==> src/rtl/wtg_consts.vh <==
`ifndef WTG_CONSTS_VH
`define WTG_CONSTS_VH

// Register addresses on the plain register port.
`define WTG_ADDR_W          4
`define WTG_ADDR_MODE       4'h0
`define WTG_ADDR_KEY        4'h1
`define WTG_ADDR_IRQ_STS    4'h2
`define WTG_ADDR_IRQ_MASK   4'h3

// Key register values.
`define WTG_KEY_VALUE       8'hAC
`define WTG_KEY_READBACK    8'h9A

// Mode register layout and reset value.
`define WTG_MODE_RESET      8'h67
`define WTG_MODE_FIX_MSB    7
`define WTG_MODE_FIX_LSB    5
`define WTG_MODE_FIX_VAL    3'h3
`define WTG_MODE_STOP_BIT   4
`define WTG_MODE_SEL_MSB    2
`define WTG_MODE_SEL_LSB    0
`define WTG_SEL_W           3
`define WTG_SEL_MAX         3'h7

// Interrupt status bit positions.
`define WTG_IRQ_W           4
`define WTG_IRQ_OVF         0
`define WTG_IRQ_BADKEY      1
`define WTG_IRQ_BITOP       2
`define WTG_IRQ_REWRITE     3

// Counter geometry: overflow period is 2^(SEL_BASE + sel) source ticks.
`define WTG_CNT_W           17
`define WTG_SEL_BASE        10

`endif

==> src/rtl/wtg_counter.v <==
`timescale 1ns/1ps
`include "wtg_consts.vh"

// Watchdog up-counter with selectable overflow period.
module wtg_counter #(
   parameter CNT_W    = `WTG_CNT_W,
   parameter SEL_BASE = `WTG_SEL_BASE
) (
   input  wire                  mclk,     // System clock.
   input  wire                  reset_n,  // Synchronous reset, active low.
   input  wire                  ce,       // Clock enable.
   input  wire                  advance,  // One source tick while running.
   input  wire                  clear,    // Clear count to zero.
   input  wire [`WTG_SEL_W-1:0] sel,      // Overflow period select.
   output reg                   ovf,      // One-cycle overflow pulse.
   output reg  [CNT_W-1:0]      count     // Current count.
);

   wire [CNT_W-1:0] top;

   // Terminal count: 2^(SEL_BASE+sel)-1, or zero once SEL_BASE+sel exceeds the counter width.
   assign top = {CNT_W{1'b1}} >> (CNT_W - SEL_BASE - sel);

   // Count holds its value whenever advance and clear are both low, so a pause keeps it.
   always @(posedge mclk)
   begin
      if (!reset_n)
      begin
         count <= {CNT_W{1'b0}};
         ovf   <= 1'b0;
      end
      else if (ce)
      begin
         ovf <= 1'b0;
         if (clear)
            count <= {CNT_W{1'b0}};
         else if (advance)
         begin
            if (count == top)
            begin
               count <= {CNT_W{1'b0}};
               ovf   <= 1'b1;
            end
            else
               count <= count + {{(CNT_W-1){1'b0}}, 1'b1};
         end
      end
   end

endmodule

==> src/rtl/wtg_top.v <==
// Local design decisions: strobed register access and the register addresses.
`timescale 1ns/1ps
`include "wtg_consts.vh"

module wtg_top #(
   parameter CNT_W = `WTG_CNT_W
) (
   input  wire                  mclk,          // System clock, 100 MHz.
   input  wire                  reset_n,       // Synchronous reset, active low.
   input  wire                  ce,            // Clock enable, freezes all state.
   input  wire [`WTG_ADDR_W-1:0] reg_addr,     // Register address.
   input  wire [7:0]            reg_wdata,     // Write data.
   input  wire                  reg_wr,        // Full-byte write strobe.
   input  wire                  reg_bitop,     // Single-bit manipulation strobe.
   input  wire                  reg_rd,        // Read strobe.
   output reg  [7:0]            reg_rdata,     // Read data, cycle after reg_rd.
   input  wire                  opt_stoppable, // Option strap: oscillator stoppable.
   input  wire                  osc_tick,      // Internal oscillator tick.
   input  wire                  cpu_halt,      // Processor in HALT.
   input  wire                  cpu_stop,      // Processor in STOP.
   output reg                   wdt_reset,     // Internal reset request, level.
   output wire                  irq,           // Interrupt, level.
   output wire [CNT_W-1:0]      wdt_count      // Current count.
);

   // Address decode shared by write and read paths.
   function hit;
      input [`WTG_ADDR_W-1:0] a;
      input [`WTG_ADDR_W-1:0] b;
      begin
         hit = (a == b);
      end
   endfunction

   reg                    opt_done_r;
   reg                    stoppable_r;
   reg  [7:0]             wdt_mode_reg_r;
   reg                    mode_written_r;
   reg                    stop_latched_r;
   reg                    pend_r;
   reg  [`WTG_IRQ_W-1:0]  sts_r;
   reg  [`WTG_IRQ_W-1:0]  mask_r;
   reg  [`WTG_IRQ_W-1:0]  sts_nxt;
   wire                   src_run;
   wire                   ovf;
   wire                   key_wr;
   wire                   key_bad;
   wire                   key_bit;
   wire                   mode_rewrite;
   wire                   mode_first;
   wire                   cause;
   wire [`WTG_IRQ_W-1:0]  ev;
   wire [`WTG_SEL_W-1:0]  sel;

   // Strobes decoded against the register map.
   assign key_wr       = reg_wr && hit(reg_addr, `WTG_ADDR_KEY);
   assign key_bad      = key_wr && (reg_wdata != `WTG_KEY_VALUE);
   assign key_bit      = reg_bitop && hit(reg_addr, `WTG_ADDR_KEY);
   assign mode_first   = reg_wr && hit(reg_addr, `WTG_ADDR_MODE) && !mode_written_r;
   assign mode_rewrite = reg_wr && hit(reg_addr, `WTG_ADDR_MODE) && mode_written_r;
   assign sel          = wdt_mode_reg_r[`WTG_MODE_SEL_MSB:`WTG_MODE_SEL_LSB];

   // Source clock runs always in the fixed option, else until stopped or paused.
   assign src_run = !stoppable_r ||
                    (!stop_latched_r && !cpu_halt && !cpu_stop);

   // Any cause of internal reset.
   assign cause = key_bad || key_bit || mode_rewrite || ovf;
   assign ev    = {mode_rewrite, key_bit, key_bad, ovf};

   // Option strap is caught on the first enabled cycle after reset release.
   always @(posedge mclk)
   begin
      if (!reset_n)
      begin
         opt_done_r  <= 1'b0;
         stoppable_r <= 1'b0;
      end
      else if (ce && !opt_done_r)
      begin
         opt_done_r  <= 1'b1;
         stoppable_r <= opt_stoppable;
      end
   end

   // Mode register: one byte write accepted; bitwise accesses are not decoded.
   always @(posedge mclk)
   begin
      if (!reset_n)
      begin
         wdt_mode_reg_r <= `WTG_MODE_RESET;
         mode_written_r <= 1'b0;
         stop_latched_r <= 1'b0;
      end
      else if (ce)
      begin
         if (mode_first)
         begin
            mode_written_r <= 1'b1;
            if (stoppable_r)
            begin
               wdt_mode_reg_r <= reg_wdata;
               if (reg_wdata[`WTG_MODE_STOP_BIT])
                  stop_latched_r <= 1'b1;
            end
            else if (reg_wdata[`WTG_MODE_FIX_MSB:`WTG_MODE_FIX_LSB] == `WTG_MODE_FIX_VAL
                     && !reg_wdata[`WTG_MODE_STOP_BIT])
               wdt_mode_reg_r <= reg_wdata;
         end
      end
   end

   // Pending reset request is held until the source clock runs again.
   always @(posedge mclk)
   begin
      if (!reset_n)
      begin
         pend_r    <= 1'b0;
         wdt_reset <= 1'b0;
      end
      else if (ce)
      begin
         if (cause)
            pend_r <= 1'b1;
         if ((pend_r || cause) && src_run)
            wdt_reset <= 1'b1;
      end
   end

   // Counter advances only on source ticks while the source runs.
   wtg_counter #(
      .CNT_W    (CNT_W),
      .SEL_BASE (`WTG_SEL_BASE)
   ) u_cnt (
      .mclk    (mclk),
      .reset_n (reset_n),
      .ce      (ce),
      .advance (osc_tick && src_run),
      .clear   (key_wr && !key_bad),
      .sel     (sel),
      .ovf     (ovf),
      .count   (wdt_count)
   );

   // Sticky status, write one to clear; a new event wins over the clear.
   always @*
   begin
      sts_nxt = sts_r;
      if (reg_wr && hit(reg_addr, `WTG_ADDR_IRQ_STS))
         sts_nxt = sts_nxt & ~reg_wdata[`WTG_IRQ_W-1:0];
      sts_nxt = sts_nxt | ev;
   end

   always @(posedge mclk)
   begin
      if (!reset_n)
      begin
         sts_r  <= {`WTG_IRQ_W{1'b0}};
         mask_r <= {`WTG_IRQ_W{1'b0}};
      end
      else if (ce)
      begin
         sts_r <= sts_nxt;
         if (reg_wr && hit(reg_addr, `WTG_ADDR_IRQ_MASK))
            mask_r <= reg_wdata[`WTG_IRQ_W-1:0];
      end
   end

   assign irq = |(sts_r & mask_r);

   // Read data stands in the cycle after the strobe only.
   always @(posedge mclk)
   begin
      if (!reset_n)
         reg_rdata <= 8'h00;
      else if (ce)
      begin
         reg_rdata <= 8'h00;
         if (reg_rd)
         begin
            if (hit(reg_addr, `WTG_ADDR_MODE))
               reg_rdata <= wdt_mode_reg_r;
            else if (hit(reg_addr, `WTG_ADDR_KEY))
               reg_rdata <= `WTG_KEY_READBACK;
            else if (hit(reg_addr, `WTG_ADDR_IRQ_STS))
               reg_rdata <= {{(8-`WTG_IRQ_W){1'b0}}, sts_r};
            else if (hit(reg_addr, `WTG_ADDR_IRQ_MASK))
               reg_rdata <= {{(8-`WTG_IRQ_W){1'b0}}, mask_r};
         end
      end
   end

endmodule

==> config.mk <==
export PLATFORM = sky130hd
export DESIGN_NAME = wtg_top
export DESIGN_NICKNAME = d
export VERILOG_FILES = /design/src/rtl/wtg_counter.v /design/src/rtl/wtg_top.v
export VERILOG_INCLUDE_DIRS = /design/src /design/src/rtl
export SDC_FILE = /design/constraint.sdc
export NUM_CORES = 1
export LEC_CHECK = 0
export BUFFER_PORTS_ARGS = -buffer_cell sky130_fd_sc_hd__buf_2
export CORE_UTILIZATION = 45
export DETAILED_ROUTE_END_ITERATION = 6
export PLACE_DENSITY = 0.67
export SETUP_SLACK_MARGIN = 0.02
export SKIP_CTS_REPAIR_TIMING = 1
export SLEW_MARGIN = 10
export SYNTH_ARGS = -nofsm -noshare
export SYNTH_HDL_FRONTEND = slang
export SYNTH_HIERARCHICAL = 1
export SYNTH_SLANG_ARGS = --single-unit
==> constraint.sdc <==
create_clock -name mclk -period 5.91 [get_ports mclk]
set_clock_uncertainty 0.05 [all_clocks]
set_input_delay 0.8865 -clock mclk [delete_from_list [all_inputs] [get_ports mclk]]
set_output_delay 0.8865 -clock mclk [all_outputs]
set_load 0.05 [all_outputs]
==> Yosys cells after proc, flatten, opt, wreduce, memory -nomap -nowiden <==
Index checks and enable logic that the tools add are counted.
Widths: inputs -> output; s select.
{ "classes": {"shifts": 1, "n_addsub": 2, "reduce_logical": 39, "n_bitwise": 4, "muxes": 14, "eq_ne": 6} }
{ "op_table": {"columns": ["op", "n"], "rows": [
  ["$mux 17", 3],
  ["$mux 8", 5],
  ["$shr 17x32->17 const A", 1],
  ["$add 17x1->17 const B", 1],
  ["$eq 17x17->1", 1],
  ["$logic_and 1x1->1", 15],
  ["$mux 4", 3],
  ["$reduce_and 2->1", 5],
  ["$and 4x4->4", 2],
  ["$eq 4x2->1 const B", 2],
  ["$logic_not 1->1", 8],
  ["$ne 8x8->1 const B", 1],
  ["$logic_or 1x1->1", 5],
  ["$eq 4x1->1 const B", 1],
  ["$logic_not 4->1", 1],
  ["$not 4->4", 1],
  ["$or 4x4->4", 1],
  ["$reduce_and 4->1", 1],
  ["$reduce_bool 2->1", 2],
  ["$reduce_or 4->1", 1],
  ["$sub 3x3->4 const A", 1],
  ["$eq 3x2->1 const B", 1],
  ["$mux 1", 3],
  ["$reduce_and 3->1", 1]
]} }
{ "totals": {"word_cells": 78, "regBits": 48} }

==> Depth between registers and ports, before layout <==
Gate-level depths: netlist (run 1).
{ "depth": {"depth_word": 9, "ltp_mapped": 9} }

==> Hierarchy <==
The synthesis (run 1) kept the hierarchy.
{ "modules_own_cells": {"columns": ["module", "cells_per_inst", "area_per_inst_um2", "instances", "seq_area_each_um2"], "rows": [
  ["wtg_top", 157, 1372.6, 1, 600.6],
  ["wtg_counter", 145, 1092.3, 1, 360.3]
]} }

==> Least setup slack after synthesis (run 1) <==
No wires, ideal clock.
{ "synth_timing": {"path_type": "input to register", "from": "input reg_addr[3]", "to": "register u_cnt.count[5]", "arrival_time_ns": 2.673, "stages": 7, "required_time_ns": 5.744, "setup_ns": 0.116, "path_slack_ns": 3.071, "cell_sequence": "or4b_1 -> nor3_1 -> and3b_1 -> clkbuf_1 -> and3_1 -> a31oi_1 -> nand2_1"} }
{ "synth_between": {"elab_chain_len": 7, "elab_cells_between_ends": 8, "cone_classes": "eq/ne: 1; mux: 1; reduce/logical: 6"} }
{ "synth_rtl": {"columns": ["element", "line", "text"], "rows": [
  ["start: declaration", "wtg_top.v:11", "input wire [`WTG_ADDR_W-1:0] reg_addr,"],
  ["$eq 4x1->1 *", "wtg_top.v:31", "hit = (a == b);"],
  ["$logic_and 1x1->1 *", "wtg_top.v:56", "assign key_wr = reg_wr && hit(reg_addr, `WTG_ADDR_KEY);"],
  ["$logic_and 1x1->1", "wtg_top.v:57", "assign key_bad = key_wr && (reg_wdata != `WTG_KEY_VALUE);"],
  ["$logic_not 1->1", "wtg_top.v:139", ".clear (key_wr && !key_bad),"],
  ["$logic_and 1x1->1 *", "wtg_top.v:139", null],
  ["$reduce_bool 2->1 (no source line)", null, null],
  ["$reduce_and 2->1 (no source line)", null, null],
  ["end signal: assignment", "wtg_counter.v:36", "count <= {CNT_W{1'b0}};"],
  ["end signal: assignment", "wtg_counter.v:41", "count <= {CNT_W{1'b0}};"],
  ["end signal: assignment", "wtg_counter.v:45", "count <= count + {{(CNT_W-1){1'b0}}, 1'b1};"],
  ["end: declaration", "wtg_counter.v:16", "output reg [CNT_W-1:0] count"]
]} }
Mark *: on every way between the ends. The rest lies on a longest branch, timed or not.
A chain may end at the register's enable or synchronous reset.

==> Worst setup path after layout (run 1) <==
{ "layout_timing": {"from": "input reg_addr[0]", "to": "register u_cnt.count[7]"} }
The elaborated chain is that of the path after synthesis.

==> results.sh, run 1 <==
export IMPL_drt_iter0_drc=176
export IMPL_status="finished, final reports clean"
export IMPL_wire_per_inst_um=14.4
export IMPL_crit_type="input port to flip-flop"
export IMPL_io_pins=49
export IMPL_gp_congestion=0.803
export IMPL_n_antenna_cell=0
export IMPL_die_x_um=76.0
export IMPL_tightest_slew_ns=0.805
export IMPL_yosysMostFrequentCell="dfxtp_1"
export IMPL_rsz0062_at_grt="no"
export IMPL_crit_chain="buf_2, or4b_1, nor3_1, o21ai_0, nor3_1, a211oi_1, o21ai_0, o41ai_1"
export IMPL_fp_row_count=26
export IMPL_synth_top_cells_by_area="dfxtp_1 (39%), nand2_1 (5.5%), mux2i_1 (4.5%)"
export IMPL_yosysTopAreaCellShare_pct=39.0
export IMPL_ys_types=55
export IMPL_fmax_mhz=346
export IMPL_max_stage_delay_ns=0.53
export IMPL_setup_ws_ns=3.02
export IMPL_synth_commonest_cells="dfxtp_1 (48), nand2_1 (36), nor2_1 (28)"
export IMPL_switchingPower_mw=0.150
export IMPL_dieArea_mm2=0.00578
export IMPL_setup_tns_ns=0
export IMPL_grt_usage_pct=22.2
export IMPL_min_period_ns=2.89
export IMPL_wirelength_mm=5.97
export IMPL_cp_required_ns=6.05
export IMPL_rr_worst_depth=8
export IMPL_core_mm2=0.00520
export IMPL_avgSynthCellArea_um2=8.16
export IMPL_cap_violations=0
export IMPL_crit_path_end_kind="flip-flop"
export IMPL_dp_slack_ns=2.76
export IMPL_power_mw=0.618
export IMPL_drive_gt1_share_pct=18.6
export IMPL_seq_area_frac_synth_pct=39.0
export IMPL_setup_viol=0
export IMPL_grt_overflow_total=0
export IMPL_ys_ff_latch=48
export IMPL_whs_ns=0.422
export IMPL_die_h_um=76.0
export IMPL_drcViolationCount=0
export IMPL_grt_max_degree=31
export IMPL_synthToLayoutAreaGrowth_pct=15.0
export IMPL_slowest_stage="nor3_1"
export IMPL_crit_path_start_kind="input port"
export IMPL_holdPathStages=2
export IMPL_htree_levels=2
export IMPL_fin_nets=367
export IMPL_yosys_area_top_type="dfxtp_1"
export IMPL_syn_num_nets=325
export IMPL_port_buffers=48
export IMPL_hold_viol=0
export IMPL_synth_edf_count=0
export IMPL_cts_tree="built"
export IMPL_hold_class="flip-flop to flip-flop"
export IMPL_vdd_drop_max_mv=0.146
export IMPL_stdcell_area_mm2=0.00284
export IMPL_p_leak_nw=1.17
export IMPL_synth_area_mm2=0.00246
export IMPL_maxSlewHeadroom_pct=46.1
export IMPL_combPwrFrac_pct=8.3
export IMPL_seq_power_share_pct=53.1
export IMPL_clock_latency_ns=0.31
export IMPL_cts_sinks=48
export IMPL_drtAntennaViolNets=0
export IMPL_antenna_found_initial=0
export IMPL_vias=2298
export IMPL_fin_util_pct=54.5
export IMPL_cp_arrival_ns=3.03
export IMPL_cts_buffers=5
export IMPL_crit_fanout=15
export IMPL_synthArstFlopShare_pct=0
export IMPL_finalNonFillerCells=415
export IMPL_synthFlopType="dfxtp_1"
export IMPL_clockPowerShare_pct=38.5
export IMPL_placed_area_mm2=0.00273
export IMPL_cts_buffer_depth=2
export IMPL_grt_pass1_vias=2191
export IMPL_yosys_warnings=6
export IMPL_num_fill_cells=518
export IMPL_grt_pass1_wl_mm=10.4
export IMPL_synth_cells=302
export IMPL_vias_per_cell=5.54
export IMPL_initial_core_util_pct=47.4
export IMPL_first_pass_iters=4
export IMPL_hpwl_mm=4.17
export IMPL_switching_share_pct=24.3
export IMPL_post_place_cells=407
export IMPL_slew_viol_final=0
export IMPL_powerDensity_mw_per_mm2=218
export IMPL_min_period_over_period_pct=48.9
export IMPL_clkTransAtPathRegs_ns=0.09
export IMPL_power_internal_mw=0.468
export IMPL_clock_root_buffer="clkbuf_8"
## cells by family after synthesis
logic type                 after synthesis  synth area share (%)
AOI/OAI and AO/OA                       70                  18.4
xor gates and xnor gates                 6                  2.13
adders and majority gates                1                 0.508
buffers and inverters                   27                  4.92
DFF                                     48                  39.0
muxes                                   13                  5.38
and+or+nand+nor                        137                  29.6
## power groups by stage
stage	Combinational, mW	Sequential, mW	Clock (mW)
5_1_grt	0.0567	0.329	0.259
2_1_floorplan	0.0267	0.341	0
4_1_cts	0.0511	0.329	0.248
6_report	0.0515	0.329	0.238
3_3_place_gp	0.0508	0.336	0
3_5_place_dp	0.0505	0.336	0
## worst paths after layout
path / startpoint / end / slack (ns)
setup / recovery: reg_addr[0] / u_cnt/count[7] / 3.02
hold / removal: reg_rdata[3] / reg_rdata[3] / 0.42
setup reg to reg: u_cnt/count[0] / u_cnt/count[14] / 3.43
hold reg to reg: reg_rdata[3] / reg_rdata[3] / 0.42
## state kept, by name (all words and copies together) (netlist names), 4 cells and up
register and cells:
mask_r 4, wdt_mode_reg_r 8, u_cnt/count 17, sts_r 4, reg_rdata 8
## cell usage in the layout (no fill, tap or decap), types with 3 or more instances in the layout
master | Yosys | layout
buf_2 | 1 | 48
dfxtp_1 | 48 | 48
nand2_1 | 36 | 36
nor2_1 | 28 | 28
a21oi_1 | 19 | 19
nand3_1 | 17 | 17
inv_1 | 11 | 11
mux2i_1 | 11 | 11
o21ai_0 | 11 | 11
and3_1 | 8 | 8
nand2b_1 | 7 | 7
and2_1 | 6 | 6
a22oi_1 | 5 | 5
nand4_1 | 5 | 5
nor4_1 | 5 | 5
o22ai_1 | 5 | 5
clkbuf_8 | 0 | 5
a211oi_1 | 4 | 4
xor2_1 | 4 | 4
o21ai_1 | 4 | 4
nor3_1 | 3 | 3
nand3b_1 | 3 | 3
or4_1 | 3 | 3
a31o_2 | 3 | 3
o311ai_1 | 3 | 3
## critical path, delay by kind of cell
kind,cells,cell delay [ns]
and+or+nand+nor,3,1.31
AOI/OAI and AO/OA,4,0.59
buffers and inverters,1,0.24
## per-layer routing
metal	GRT usage [%]	vias up	wire, um
met2	35.2	37	2770
met1	29.8	1075	2910
li1	-	1178	-
met3	4.43	8	213
met5	0	-	0
met4	8.65	0	85
## area by class of cell
class                           count  area [um2]  area share [%]
Tap cell                           70        87.6            3.09
Multi-Input combinational cell    227        1380            48.8
Timing Repair Buffer               49         248            8.74
Inverter                           13        48.8            1.72
Clock inverter                      2        35.0            1.24
Sequential cell                    48         961            33.9
Clock buffer                        6        72.6            2.56
Note: power is estimated with default switching activity, not from simulation.
==> inputs of run 2 (changes only) <==
--- a/config.mk
+++ b/config.mk
@@ -9,7 +9,7 @@
 export BUFFER_PORTS_ARGS = -buffer_cell sky130_fd_sc_hd__buf_2
 export CORE_UTILIZATION = 45
 export DETAILED_ROUTE_END_ITERATION = 6
-export PLACE_DENSITY = 0.67
+export PLACE_DENSITY = 0.7
 export SETUP_SLACK_MARGIN = 0.02
 export SKIP_CTS_REPAIR_TIMING = 1
 export SLEW_MARGIN = 10
==> constraint.sdc (replaced) <==
create_clock -name mclk -period 2.4 [get_ports mclk]
set_clock_uncertainty 0.05 [all_clocks]
set_input_delay 0.36 -clock mclk [delete_from_list [all_inputs] [get_ports mclk]]
set_output_delay 0.36 -clock mclk [all_outputs]
set_load 0.05 [all_outputs]
==> results.sh, run 2 (synthesis results as in run 1) <==
export IMPL_drive_gt1_share_pct=23.7
export IMPL_crit_fanout=10
export IMPL_vias_per_cell=5.50
export IMPL_fmax_mhz=449
export IMPL_clock_latency_ns=0.30
export IMPL_multi_input_area_mm2=0.00139
export IMPL_synthToLayoutAreaGrowth_pct=20.1
export IMPL_p_leak_nw=1.25
export IMPL_cap_violations=0
export IMPL_setup_ws_ns=0.175
export IMPL_min_period_ns=2.23
export IMPL_min_period_over_period_pct=92.7
export IMPL_hold_class="input port to flip-flop"
export IMPL_antenna_found_initial=0
export IMPL_slowest_stage="or4_1"
export IMPL_setup_viol=0
export IMPL_vdd_drop_max_mv=0.254
export IMPL_crit_type="flip-flop to flip-flop"
export IMPL_reg_top3="u_cnt/count x17, reg_rdata x8, wdt_mode_reg_r x8"
export IMPL_drtAntennaViolNets=0
export IMPL_first_pass_iters=4
export IMPL_cp_arrival_ns=2.35
export IMPL_path_buf_inv=1
export IMPL_clock_root_buffer="clkbuf_8"
export IMPL_powerDensity_mw_per_mm2=480
export IMPL_cts_buffers=5
export IMPL_hold_viol=0
export IMPL_fp_row_count=26
export IMPL_grt_pass1_wl_mm=10.7
export IMPL_rsz0062_at_grt="no"
export IMPL_holdPathStages=3
export IMPL_largest_reg_flops=17
export IMPL_cts_buffer_depth=2
export IMPL_num_fill_cells=514
export IMPL_wire_per_inst_um=14.3
export IMPL_core_mm2=0.00520
export IMPL_path_depth=8
export IMPL_hpwl_mm=4.48
export IMPL_drt_iter0_drc=144
export IMPL_dieArea_mm2=0.00578
export IMPL_setup_tns_ns=0
export IMPL_dp_slack_ns=0.0380
export IMPL_die_x_um=76.0
export IMPL_port_buffers=48
export IMPL_grt_usage_pct=22.5
export IMPL_grt_pass1_vias=2334
export IMPL_whs_ns=0.256
export IMPL_cp_required_ns=2.53
export IMPL_clkTransAtPathRegs_ns=0.09
export IMPL_grt_overflow_total=0
export IMPL_wirelength_mm=6.18
export IMPL_n_antenna_cell=0
export IMPL_timing_critical_path_from="u_cnt/count[1]"
export IMPL_cts_tree="built"
export IMPL_htree_levels=2
export IMPL_initial_core_util_pct=47.4
export IMPL_rr_worst_depth=8
export IMPL_slew_viol_final=0
export IMPL_crit_chain="ha_1, nand3_1, nor4_2, nand2_1, or4_1, buf_4, o21ai_0, o41ai_1"
export IMPL_gp_congestion=0.835
export IMPL_stdcell_area_mm2=0.00296
export IMPL_vias=2380
export IMPL_fin_nets=386
export IMPL_crit_path_end_kind="flip-flop"
export IMPL_final_common_cell="buf_2"
export IMPL_reg2reg_from="u_cnt/count[1]"
export IMPL_critPathTopFamily="simple AND/OR/NAND/NOR gates"
export IMPL_max_stage_delay_ns=0.40
export IMPL_tightest_slew_ns=0.764
export IMPL_largest_register="u_cnt/count"
export IMPL_die_h_um=76.0
export IMPL_drcViolationCount=0
export IMPL_seqCellArea_um2=963
export IMPL_crit_path_start_kind="flip-flop"
export IMPL_cts_sinks=48
export IMPL_maxSlewHeadroom_pct=48.9
export IMPL_final_cell_mix="buf_2 (48), dfxtp_1 (46), nand2_1 (36)"
export IMPL_status="finished, final reports clean"
export IMPL_grt_max_degree=29
export IMPL_min_from="opt_stoppable"
export IMPL_placed_area_mm2=0.00288
export IMPL_power_mw=1.42
export IMPL_io_pins=49
==> run 2: cell types whose count changed in the layout (fill, tap and decap cells not counted) <==
cell / delta
buf_4: +19
dfxtp_1: -2
dfxtp_2: +2
bufinv_16: -1
clkbuf_1: -1
clkinvlp_4: +1
nor4_1: -1
nor4_2: +1
==> run 2: stage by stage <==
| stage | utilization, % | instances |
|---|---|---|
| 2_1_floorplan | - | 302 |
| 3_3_place_gp | 55.3 | 426 |
| 3_5_place_dp | 55.3 | 426 |
| 4_1_cts | 56.9 | 433 |
| 5_1_grt | 56.9 | 433 |
| 6_report | 56.9 | 433 |
==> run 2: per-layer routing <==
layer  track usage, %  vias up  part of all wire (%)
li1                 -     1219                     -
met5                0        -                     0
met2             37.8       74                    46
met1             30.1     1080                    49
met4             7.12        0                   1.0
met3             2.75        7                   4.7
==> run 2: area by class of cell <==
class	count	area share (%)
Clock buffer	5	2.32
Clock inverter	2	0.423
Inverter	13	1.65
Multi-Input combinational cell	227	46.9
Sequential cell	48	32.5
Tap cell	70	2.96
Timing Repair Buffer	68	13.2
==> run 2: worst paths after layout <==
| path | slack (ns) | endpoint |
|---|---|---|
| worst max-delay path | 0.17 | u_cnt/count[7] |
| worst min-delay path | 0.26 | stoppable_r |
| worst max register to register | 0.17 | u_cnt/count[7] |
| worst min register to register | 0.42 | reg_rdata[7] |
==> run 2: tightest hold or removal path, cell delays in order <==
cell	delay (ns)
buf_2	0.07
a31oi_1	0.07
nor2_1	0.07
==> run 2: power breakdown <==
group,leakage [nW],internal (mW),switching [mW]
clock network,0.0400,0.198,0.276
registers,0.389,0.804,0.00462
logic,0.821,0.0496,0.0899
total,1.25,1.05,0.370
==> inputs of run 3 (changes only) <==
--- a/config.mk
+++ b/config.mk
@@ -6,10 +6,11 @@
 export SDC_FILE = /design/constraint.sdc
 export NUM_CORES = 1
 export LEC_CHECK = 0
+export ABC_AREA = 1
 export BUFFER_PORTS_ARGS = -buffer_cell sky130_fd_sc_hd__buf_2
 export CORE_UTILIZATION = 45
 export DETAILED_ROUTE_END_ITERATION = 6
-export PLACE_DENSITY = 0.7
+export PLACE_DENSITY = 0.69
 export SETUP_SLACK_MARGIN = 0.02
 export SKIP_CTS_REPAIR_TIMING = 1
 export SLEW_MARGIN = 10
==> results.sh, run 3 <==
export IMPL_status="finished, final reports clean"
export IMPL_synthFlopType="dfxtp_1"
export IMPL_avgSynthCellArea_um2=6.59
export IMPL_wirelength_mm=6.81
export IMPL_hold_class="input port to flip-flop"
export IMPL_io_pins=49
export IMPL_yosysMostFrequentCell="nand2_1"
export IMPL_grt_overflow_total=0
export IMPL_max_stage_delay_ns=0.30
export IMPL_synth_xor_xnor_area_share_pct=1.29
export IMPL_final_common_cell="nand2_1"
export IMPL_vias_per_cell=5.16
export IMPL_drcViolationCount=0
export IMPL_yosys_warnings=6
export IMPL_grt_pass1_vias=2527
export IMPL_drt_iter0_drc=183
export IMPL_reg2reg_from="u_cnt/count[1]"
export IMPL_vdd_drop_max_mv=0.273
export IMPL_largest_register="u_cnt/count"
export IMPL_synth_top_family_by_area="simple AND/OR/NAND/NOR gates"
export IMPL_slew_viol_final=0
export IMPL_grt_max_degree=21
export IMPL_crit_path_start_kind="input port"
export IMPL_fmax_mhz=510
export IMPL_timing_critical_path_from="reg_addr[0]"
export IMPL_fin_util_pct=54.7
export IMPL_cts_tree="built"
export IMPL_crit_chain="buf_2, inv_1, nor2_1, nand2_1, nor3_1, inv_1, a21oi_2, clkinv_1, buf_4, nand2_1, a21oi_1"
export IMPL_min_from="reg_wdata[5]"
export IMPL_core_mm2=0.00568
export IMPL_vias=2753
export IMPL_synth_area_mm2=0.00272
export IMPL_placed_area_mm2=0.00301
export IMPL_synth_compound_area_share_pct=11.6
export IMPL_stdcell_area_mm2=0.00310
export IMPL_gp_congestion=0.859
export IMPL_setup_viol=0
export IMPL_clkTransAtPathRegs_ns=0.08
export IMPL_tightest_slew_ns=0.976
export IMPL_seq_area_frac_synth_pct=35.3
export IMPL_synthArstFlopShare_pct=0
export IMPL_reg_top3="u_cnt/count x17, reg_rdata x8, wdt_mode_reg_r x8"
export IMPL_synthToLayoutAreaGrowth_pct=14.0
export IMPL_min_period_over_period_pct=81.7
export IMPL_htree_levels=2
export IMPL_cp_required_ns=2.52
export IMPL_crit_fanout=11
export IMPL_die_h_um=79.7
export IMPL_wire_per_inst_um=12.7
export IMPL_critPathTopFamily="buffers and inverters"
export IMPL_n_antenna_cell=0
export IMPL_slowest_stage="nor3_1"
export IMPL_synthAdderAreaFrac_pct=0.460
export IMPL_ys_types=33
export IMPL_hold_viol=0
export IMPL_cp_arrival_ns=2.08
export IMPL_clock_latency_ns=0.30
export IMPL_synthMuxAreaShare_pct=0
export IMPL_finalNonFillerCells=534
export IMPL_antenna_found_initial=0
export IMPL_fp_row_count=27
export IMPL_crit_type="input port to flip-flop"
export IMPL_cts_buffer_depth=2
export IMPL_final_cell_mix="nand2_1 (121), inv_1 (50), buf_2 (48), dfxtp_1 (48), a21oi_1 (38)"
export IMPL_clock_root_buffer="clkbuf_8"
export IMPL_dieArea_mm2=0.00636
export IMPL_setup_ws_ns=0.439
export IMPL_drtAntennaViolNets=0
export IMPL_yosysTopAreaCellShare_pct=35.3
export IMPL_setup_tns_ns=0
export IMPL_min_period_ns=1.96
export IMPL_path_buf_inv=5
export IMPL_port_buffers=48
export IMPL_maxSlewHeadroom_pct=34.6
export IMPL_p_leak_nw=1.40
export IMPL_synth_edf_count=0
export IMPL_cap_violations=0
export IMPL_grt_pass1_wl_mm=11.6
export IMPL_die_x_um=79.7
export IMPL_synth_top_cells_by_area="dfxtp_1 (35%), nand2_1 (17%), a21oi_1 (7.0%)"
export IMPL_initial_core_util_pct=47.9
export IMPL_cts_buffers=5
export IMPL_yosys_area_top_type="dfxtp_1"
export IMPL_hpwl_mm=5.04
export IMPL_dp_slack_ns=0.141
export IMPL_cts_sinks=48
export IMPL_ys_ff_latch=48
export IMPL_synth_simple_area_share_pct=41.6
export IMPL_synth_commonest_cells="nand2_1 (121), inv_1 (50), dfxtp_1 (48)"
export IMPL_crit_path_end_kind="flip-flop"
export IMPL_grt_usage_pct=23.4
export IMPL_first_pass_iters=4
export IMPL_powerDensity_mw_per_mm2=471
export IMPL_fin_nets=484
export IMPL_post_place_cells=526
export IMPL_synth_cells=413
export IMPL_largest_reg_flops=17
export IMPL_num_fill_cells=605
export IMPL_syn_num_nets=436
export IMPL_rsz0062_at_grt="no"
export IMPL_drive_gt1_share_pct=19.0
==> run 3: cell types whose count changed after synthesis, sizes merged, moves of 13 or more <==
cell / delta
nand4: +13
nor2: +18
a21oi: +21
inv: +42
nand2: +92
nand3: +20
==> run 3: kinds of logic (layout without fill, tap and decap cells) <==
kind of cell | Yosys count | in the layout
compound gates | 59 | 59
xor+xnor | 4 | 4
fa+ha+maj | 1 | 1
buf+inv | 64 | 113
flops | 48 | 48
simple gates | 237 | 237
==> run 3: worst reg2reg max path, stage by stage, from the launching register on <==
cell and delay, ns:
dfxtp_1 0.39, ha_1 0.21, nand3_1 0.15, nor2_2 0.19, nand2_1 0.08, nor2_2 0.14, nand3_2 0.28, nand3_1 0.20
a21oi_1 0.07
==> run 3: final cells by class <==
type,count,area (um2),share of cell area (%)
multi-input combinational,301,1500,48.2
inverter,54,203,6.53
sequential,48,961,31.0
clock buffer,8,90.1,2.90
tap,72,90.1,2.90
timing repair buffer,51,263,8.47
==> run 3: layer usage <==
| metal | vias up | wire, um | track usage (%) | part of all wire (%) |
|---|---|---|---|---|
| met1 | 1230 | 3360 | 32.4 | 49 |
| li1 | 1430 | - | - | - |
| met2 | 80 | 2980 | 36.4 | 44 |
| met3 | 13 | 341 | 3.66 | 5.0 |
| met5 | - | 0 | 0 | 0 |
| met4 | 0 | 123 | 8.57 | 1.8 |
==> run 3: through the flow <==
stage / power [mW] / hold slack, ns
after floorplan: 0.926 / 0.386
after global placement: 0.975 / 0.379
after detailed placement: 0.977 / 0.390
after CTS: 1.48 / 0.222
after global routing: 1.52 / 0.231
final: 1.46 / 0.227
==> run 3: final timing paths <==
| check | endpoint | cells past startpoint | slack [ns] |
|---|---|---|---|
| worst min register to register | wdt_reset | 2 | 0.40 |
| worst min-delay path | wdt_mode_reg_r[5] | 3 | 0.23 |
| worst max-delay path | u_cnt/count[14] | 11 | 0.44 |
| worst max register to register | u_cnt/count[14] | 8 | 0.50 |
==> run 3: where the power goes <==
part	switching [mW]	internal (mW)	total [mW]
combinational	0.105	0.0422	0.147
clock	0.268	0.236	0.503
sequential	0.00688	0.805	0.811
total	0.380	1.08	1.46
